[src/wwt_map.vh]
// Purpose: Offsets, field positions, reset values and timing counts of the watchdog
// Assumes: Word-aligned Avalon-MM byte addresses, 32-bit data
// Notes: Included by the watchdog top only
`ifndef WWT_MAP_VH
`define WWT_MAP_VH

// Register byte offsets
`define WWT_OFS_CTRL 4'h0
`define WWT_OFS_RSTAT 4'h4
`define WWT_OFS_COUNT 4'h8

// Control register fields
`define WWT_B_FLAG 7
`define WWT_B_IE 6
`define WWT_B_PER3 5
`define WWT_B_CE 4
`define WWT_B_WDE 3
`define WWT_B_PER_HI 2

// Reset status register field
`define WWT_B_RSTF 3

// Reset values
`define WWT_RST_PER 4'h0
`define WWT_RST_WDE 1'b0
`define WWT_RST_IE 1'b0

// Timing
`define WWT_OSC_KHZ 128
`define WWT_CLK_MHZ 100
`define WWT_CE_CYC 3'h4
`define WWT_BASE_CYC 21'h00_0800
`define WWT_PER_MAX 4'h9

`endif

[src/wwt_top.v]
// Purpose: Watchdog timer with timed unlock, interrupt and system reset modes
// Assumes: Oscillator and fuse arrive from outside the mclk domain
// Notes: Counter runs in mclk domain on synchronised oscillator edges
//
// Behaviour
// - Counter advances once per cycle of the independent 128 kHz oscillator.
// - Restart instruction clears counter; firmware must restart before time-out.
// - Time-out selectable from 16 ms to 8 s by period select field.
// - Interrupt mode requests interrupt on expiry; request also wakes from sleep.
// - System reset mode asserts system reset when counter reaches time-out.
// - Combined mode interrupts first, then later expiry resets the system.
// - Always-on fuse forces reset mode: reset enable one, interrupt enable zero.
// - Reset enable clear and period change accepted only within four cycles.
// - Watchdog stays enabled after its own reset; firmware clears flags.
// - Time-out flag bit 7 sets on time-out when interrupt is configured.
// - Flag clears on vector entry or writing one; writing zero does nothing.
// - Interrupt taken only with global enable, interrupt enable and flag set.
// - Control bits: flag 7, ie 6, period3 5, ce 4, wde 3, period 2..0.
// - Change enable clears itself four core cycles after written to one together with reset enable.
// - Reset enable held set while the supervisor reset flag is set.
// - Codes 0..9 select 2048 doubling to 1048576 cycles; others reserved.
// - Combined mode vector entry clears interrupt enable and flag.
`timescale 1ns/1ns
`include "wwt_map.vh"

module wwt_top
(
   // Clock and reset
   input wire mclk,
   input wire sys_rst,
   // Avalon-MM slave
   input wire [3:0] avs_address,
   input wire avs_read,
   input wire avs_write,
   input wire [31:0] avs_writedata,
   output reg [31:0] avs_readdata,
   output reg avs_waitrequest,
   // Oscillator and fuse pins
   input wire osc_clk_in,
   input wire always_on_fuse,
   // Core side
   input wire restart_cmd,
   input wire core_global_ie,
   input wire vector_ack,
   // Outputs
   output reg irq_req_q,
   output reg wake_req_q,
   output reg sys_reset_q
);

   localparam MODE_STOP = 2'b00;
   localparam MODE_IRQ = 2'b01;
   localparam MODE_RST = 2'b10;
   localparam MODE_BOTH = 2'b11;

   reg osc_s1_q;
   reg osc_s2_q;
   reg osc_s3_q;
   reg osc_lvl_q;
   reg fuse_s1_q;
   reg fuse_s2_q;
   reg fuse_s3_q;
   reg fuse_q;
   reg ie_q;
   reg wde_q;
   reg flag_q;
   reg rstf_q;
   reg [3:0] per_q;
   reg [2:0] ce_cnt_q;
   reg [20:0] cnt_q;
   reg [20:0] lim_m1;
   reg act_irq;
   reg act_rst;

   wire osc_agree;
   wire fuse_agree;
   wire tick;
   wire wr_acc;
   wire rd_start;
   wire sel_ctl;
   wire sel_rst;
   wire sel_cnt;
   wire ctl_wr;
   wire rst_wr;
   wire ce_open;
   wire unlock;
   wire wde_eff;
   wire ie_eff;
   wire running;
   wire expire;
   wire irq_exp;
   wire rst_exp;
   wire flag_clr;
   wire flag_next;
   wire [1:0] mode;
   wire [7:0] wd;
   wire [7:0] ctl_view;

   // Three-stage sampling; a level change counts once stages two and three agree
   assign osc_agree = (osc_s2_q == osc_s3_q);
   assign fuse_agree = (fuse_s2_q == fuse_s3_q);
   assign tick = osc_agree & osc_s3_q & ~osc_lvl_q;

   always @(posedge mclk)
   begin
      if (sys_rst)
      begin
         osc_s1_q <= 1'b0;
         osc_s2_q <= 1'b0;
         osc_s3_q <= 1'b0;
         osc_lvl_q <= 1'b0;
      end
      else
      begin
         osc_s1_q <= osc_clk_in;
         osc_s2_q <= osc_s1_q;
         osc_s3_q <= osc_s2_q;
         if (osc_agree)
            osc_lvl_q <= osc_s3_q;
      end
   end

   // Fuse is a slow level on the same scheme
   always @(posedge mclk)
   begin
      if (sys_rst)
      begin
         fuse_s1_q <= 1'b0;
         fuse_s2_q <= 1'b0;
         fuse_s3_q <= 1'b0;
         fuse_q <= 1'b0;
      end
      else
      begin
         fuse_s1_q <= always_on_fuse;
         fuse_s2_q <= fuse_s1_q;
         fuse_s3_q <= fuse_s2_q;
         if (fuse_agree)
            fuse_q <= fuse_s3_q;
      end
   end

   // Bus access completes at the edge where waitrequest is sampled low
   assign wr_acc = avs_write & ~avs_waitrequest;
   assign rd_start = avs_read & avs_waitrequest;
   assign sel_ctl = (avs_address == `WWT_OFS_CTRL);
   assign sel_rst = (avs_address == `WWT_OFS_RSTAT);
   assign sel_cnt = (avs_address == `WWT_OFS_COUNT);
   assign wd = avs_writedata[7:0];
   assign ctl_wr = wr_acc & sel_ctl;
   assign rst_wr = wr_acc & sel_rst;
   assign ce_open = (ce_cnt_q != 3'h0);
   assign unlock = wd[`WWT_B_CE] & wd[`WWT_B_WDE];

   // Fuse overrides both stored enables; reset flag overrides the reset enable only
   assign wde_eff = wde_q | rstf_q | fuse_q;
   assign ie_eff = ie_q & ~fuse_q;
   assign mode = {wde_eff, ie_eff};
   assign running = (mode != MODE_STOP);

   // Reserved codes fall back to the longest period rather than stopping
   always @*
   begin
      case (per_q)
         4'h0: lim_m1 = `WWT_BASE_CYC - 21'h00_0001;
         4'h1: lim_m1 = (`WWT_BASE_CYC << 1) - 21'h00_0001;
         4'h2: lim_m1 = (`WWT_BASE_CYC << 2) - 21'h00_0001;
         4'h3: lim_m1 = (`WWT_BASE_CYC << 3) - 21'h00_0001;
         4'h4: lim_m1 = (`WWT_BASE_CYC << 4) - 21'h00_0001;
         4'h5: lim_m1 = (`WWT_BASE_CYC << 5) - 21'h00_0001;
         4'h6: lim_m1 = (`WWT_BASE_CYC << 6) - 21'h00_0001;
         4'h7: lim_m1 = (`WWT_BASE_CYC << 7) - 21'h00_0001;
         4'h8: lim_m1 = (`WWT_BASE_CYC << 8) - 21'h00_0001;
         4'h9: lim_m1 = (`WWT_BASE_CYC << 9) - 21'h00_0001;
         default: lim_m1 = (`WWT_BASE_CYC << `WWT_PER_MAX) - 21'h00_0001;
      endcase
   end

   // Pending flag in combined mode means the interrupt was missed
   always @*
   begin
      act_irq = 1'b0;
      act_rst = 1'b0;
      case (mode)
         MODE_STOP:
         begin
            act_irq = 1'b0;
            act_rst = 1'b0;
         end
         MODE_IRQ:
         begin
            act_irq = 1'b1;
            act_rst = 1'b0;
         end
         MODE_RST:
         begin
            act_irq = 1'b0;
            act_rst = 1'b1;
         end
         MODE_BOTH:
         begin
            act_irq = ~flag_q;
            act_rst = flag_q;
         end
      endcase
   end

   // Compare with >= so a shortened period expires on the next oscillator tick
   assign expire = running & tick & (cnt_q >= lim_m1);
   assign irq_exp = expire & act_irq;
   assign rst_exp = expire & act_rst;
   assign flag_clr = vector_ack | (ctl_wr & wd[`WWT_B_FLAG]);
   assign flag_next = (flag_q & ~flag_clr) | irq_exp;

   assign ctl_view = {flag_q, ie_eff, per_q[3], ce_open, wde_eff, per_q[2:0]};

   // Restart, stop or expiry clears the count
   always @(posedge mclk)
   begin
      if (sys_rst)
         cnt_q <= 21'h00_0000;
      else if (restart_cmd | ~running | expire)
         cnt_q <= 21'h00_0000;
      else if (tick)
         cnt_q <= cnt_q + 21'h00_0001;
   end

   // Unlock window counts down in core cycles
   always @(posedge mclk)
   begin
      if (sys_rst)
         ce_cnt_q <= 3'h0;
      else if (ctl_wr & unlock)
         ce_cnt_q <= `WWT_CE_CYC;
      else if (ce_open)
         ce_cnt_q <= ce_cnt_q - 3'h1;
   end

   // Outside the window the enable can only be set
   always @(posedge mclk)
   begin
      if (sys_rst)
         wde_q <= `WWT_RST_WDE;
      else if (ctl_wr & ce_open & ~wd[`WWT_B_CE])
         wde_q <= wd[`WWT_B_WDE];
      else if (ctl_wr)
         wde_q <= wde_q | wd[`WWT_B_WDE];
   end

   // Period moves only inside the window
   always @(posedge mclk)
   begin
      if (sys_rst)
         per_q <= `WWT_RST_PER;
      else if (ctl_wr & ce_open & ~wd[`WWT_B_CE])
         per_q <= {wd[`WWT_B_PER3], wd[`WWT_B_PER_HI:0]};
   end

   // A control write wins over the vector clear in the same cycle
   always @(posedge mclk)
   begin
      if (sys_rst)
         ie_q <= `WWT_RST_IE;
      else if (ctl_wr)
         ie_q <= wd[`WWT_B_IE];
      else if (vector_ack & wde_eff)
         ie_q <= 1'b0;
   end

   // Hardware set wins over any clear in the same cycle
   always @(posedge mclk)
   begin
      if (sys_rst)
         flag_q <= 1'b0;
      else
         flag_q <= flag_next;
   end

   // Clearing takes a zero written to the flag
   always @(posedge mclk)
   begin
      if (sys_rst)
         rstf_q <= 1'b0;
      else if (rst_exp)
         rstf_q <= 1'b1;
      else if (rst_wr & ~wd[`WWT_B_RSTF])
         rstf_q <= 1'b0;
   end

   // Request only with the global enable
   always @(posedge mclk)
   begin
      if (sys_rst)
         irq_req_q <= 1'b0;
      else
         irq_req_q <= core_global_ie & ie_eff & flag_next;
   end

   // Wake ignores the global enable so sleep can be left
   always @(posedge mclk)
   begin
      if (sys_rst)
         wake_req_q <= 1'b0;
      else
         wake_req_q <= ie_eff & flag_next;
   end

   // One-cycle reset pulse per expiry
   always @(posedge mclk)
   begin
      if (sys_rst)
         sys_reset_q <= 1'b0;
      else
         sys_reset_q <= rst_exp;
   end

   // One wait cycle, then a single ready cycle per request
   always @(posedge mclk)
   begin
      if (sys_rst)
         avs_waitrequest <= 1'b1;
      else
         avs_waitrequest <= ~((avs_read | avs_write) & avs_waitrequest);
   end

   // Read data loads in the wait cycle and stands until the next read
   always @(posedge mclk)
   begin
      if (sys_rst)
         avs_readdata <= 32'h0000_0000;
      else if (rd_start)
      begin
         if (sel_ctl)
            avs_readdata <= {24'h00_0000, ctl_view};
         else if (sel_rst)
            avs_readdata <= {28'h000_0000, rstf_q, 3'h0};
         else if (sel_cnt)
            avs_readdata <= {11'h000, cnt_q};
         else
            avs_readdata <= 32'h0000_0000;
      end
   end

endmodule

[config.mk]
export PLATFORM = sky130hd
export DESIGN_NAME = wwt_top
export DESIGN_NICKNAME = d
export VERILOG_FILES = /design/src/wwt_top.v
export VERILOG_INCLUDE_DIRS = /design/src /design/src/src
export SDC_FILE = /design/constraint.sdc
export NUM_CORES = 1
export LEC_CHECK = 0
export BUFFER_PORTS_ARGS = -buffer_cell sky130_fd_sc_hd__clkbuf_2
export CAP_MARGIN = 20
export CELL_PAD_IN_SITES_DETAIL_PLACEMENT = 1
export CELL_PAD_IN_SITES_GLOBAL_PLACEMENT = 1
export CORE_MARGIN = 2
export CORE_UTILIZATION = 42
export DETAILED_ROUTE_END_ITERATION = 8
export PLACE_DENSITY_LB_ADDON = 0.1
export SYNTH_ARGS = -nofsm -noshare
export SYNTH_HDL_FRONTEND = slang
export SYNTH_SLANG_ARGS = --single-unit
export TNS_END_PERCENT = 1
[constraint.sdc]
create_clock -name mclk -period 4.2 [get_ports mclk]
set_input_delay 0.42 -clock mclk [delete_from_list [all_inputs] [get_ports mclk]]
set_output_delay 0.42 -clock mclk [all_outputs]
set_load 0.05 [all_outputs]
==> results.cfg <==
[run_status]
outcome = finished, final reports clean

[hold_path]
hp-class = in -> reg

[drt]
firstDrtPassIters = 4
drc = 0
avgRoutedWirePerCell_um = 15.2
ant_nets = 0
vias = 2730
drt-total-wl_um = 7830
avgViaCountPerCell = 5.30
drtIter0Drc = 62

[clocking]
cts-hold-fix-buffers = 0
cts_buffer_depth = 2
cts_buffers = 9
post_cts_buffers = 0
cts.sinks = 74
htree_levels = 3
cts_resized = 0
cts_root_buf = clkbuf_8
cts.clk_slew.worst_paths_ps = 80
clk_latency_ps = 340
cts_tree = yes

[sta]
worst_pin_slew_ps = 1050
slew_violations = 0
fin_skew_ps = 11.4
fin_crit_ps = 2590
finalHoldWorstSlack_ps = 275
fin_crit_sh_pct = 61.6
relSlewSlack_pct = 30.0
hold_viol_final = 0
rsz0062_at_grt = no
fin_tns_setup_ps = 0
setup_viol = 0
timing.fmax_ghz = 0.387

[worst_setup_path]
critPathMaxFanout = 8
max_stage_delay_ps = 570
arrival_ps = 2800
cpLargestDelayFamily = simple AND/OR/NAND/NOR gates
crit_top_cell = inv_1
crit_required_ps = 4410
critical_path_class = reg -> reg
worstSetupEndpointType = register
cp_slowest_cell = nor4b_4
path_cells = inv_1 -> ha_1 -> nor2b_1 -> nor4b_4 -> mux2i_1 -> or2_2 -> inv_1 -> or4_1
path_buf_inv = 2
crit_path_start_kind = register

[logic_synthesis]
synth_cell_types = 44
synth.area.top_cells = dfxtp_1, ha_1, nor3_1, nor2_1, xor2_1
synth_top_area_cell = dfxtp_1
synthTopCellsByCount = dfxtp_1, nor2_1, nor3_1
synth_area_per_cell_um2 = 8.97
synth.top_cell.area_share_pct = 45.2
synth_seq_area_share_pct = 45.2
async_flop_share_pct = 0
synth_edf_count = 0
netlist_instances = 365
yosysWarningCount = 0
syn-cell-area_mm2 = 0.00327
ys_seq_elements = 74
synth_flop_cell = dfxtp_1
yosysMostFrequentCell = dfxtp_1

[power_and_ir_drop]
ir_drop_mv = 0.229
p_per_area_mw_per_mm2 = 379
p_leak_nw = 1.48

[die]
row_count = 32
die_y_um = 92.3
start_util_pct = 42.8
num_io_pins = 81
die_x_um = 92.3
die_area_mm2 = 0.00852
fp.coreArea_mm2 = 0.00765

[layout]
finalNonFillerCells = 515
area_growth_pct = 14.2
final_util_pct = 48.9
stdcell_area_mm2 = 0.00374
diodes = 0
drive_gt1_share_pct = 16.2
fin_nets = 467

[placement]
dp.cells = 498
dp_hpwl_um = 5700
dpl-instance-area_mm2 = 0.00353
portBuffers = 45
gp_congestion = 0.768

[flow_run]
max-cap-violations = 0

[global_routing]
grt_usage_pct = 19.8
grt_max_degree = 43
grt_first_pass_wirelength_um = 13200
grt_pass1_vias = 2736
antenna_found_initial = 0
grt-ovfl-total = 0
==> sequential cells by signal, summed over array words and instances, names as in the netlist, 3 cells and up <==
name,count
avs_readdata,21
ce_cnt_q,3
cnt_q,21
lim_m1,9
per_q,4
==> through the flow <==
| step | setup slack (ps) | total power, mW |
|---|---|---|
| floorplan | 1710 | 0.855 |
| global placement | 1330 | 0.877 |
| detailed placement | 1290 | 0.881 |
| CTS | 1250 | 1.43 |
| global route | 1440 | 1.48 |
| finish | 1610 | 1.42 |
==> path summary, 6_finish.rpt <==
kind	cells after the start	startpoint	slack [ps]	endpoint
setup / recovery	8	ce_cnt_q[0]$_SDFFE_PP0N_	1610	lim_m1[11]$_SDFF_PP1_
hold / removal	2	core_global_ie	280	irq_req_q$_SDFF_PP0_
setup reg to reg	8	ce_cnt_q[0]$_SDFFE_PP0N_	1610	lim_m1[11]$_SDFF_PP1_
hold reg to reg	1	fuse_s1_q$_SDFF_PP0_	440	fuse_s2_q$_SDFF_PP0_
==> worst register-to-register path: stages (launching register included) <==
cell and delay [ps]:
dfxtp_1 350, inv_1 60, ha_1 200, nor2b_1 210, nor4b_4 570, mux2i_1 300
or2_2 170, inv_1 60, or4_1 520
==> final cells by class <==
cell class / instances / area, um^2
Fill cell: 920 / 3910
Tap cell: 102 / 128
Clock inverter: 4 / 52.6
Timing Repair Buffer: 48 / 243
Inverter: 17 / 63.8
Multi-Input combinational cell: 259 / 1630
Clock buffer: 11 / 141
Sequential cell: 74 / 1480
==> kinds of logic (layout without fill, tap and decap cells) <==
kind of cell             count (synthesis)  in the layout  share of synthesized area (%)
AO/OA/AOI/OAI                           60             60                           11.7
AND/OR/NAND/NOR                        141            141                           22.0
adder cells (fa/ha/maj)                 13             13                           4.97
other                                    1             11                          0.115
multiplexers                            14             14                           4.32
flip-flops                              74             74                           45.2
buffers and inverters                   42             80                           6.30
XOR/XNOR                                20             20                           5.35
==> metal layers <==
layer	up-vias	wire, um	GRT usage, %
met2	50	3780	33.9
li1	1354	-	-
met1	1317	3710	25.0
met5	-	0	0
met4	0	125	7.84
met3	9	213	3.09
==> where the power goes <==
group	total (mW)	internal [mW]	switching, mW
registers	0.726	0.717	0.00944
logic	0.137	0.0461	0.0907
clock network	0.556	0.289	0.266
total	1.42	1.05	0.367
==> cell usage in the layout (no fill, tap or decap), drive strengths merged, types with 2 or more instances in the layout <==
cell	instances
and3	5
inv	17
nand3	6
xor2	15
nand2	23
xnor2	5
a21oi	18
nand4	12
or3	2
a31oi	3
nand3b	3
ha	13
dfxtp	74
nor3	30
nor4	2
clkbuf	58
conb	11
nand2b	5
nor2b	9
mux2i	13
a22oi	16
clkinv	3
o211ai	3
nor2	35
and2	3
o21ai	10
a21o	2
Note: power is estimated with default switching activity, not from simulation.
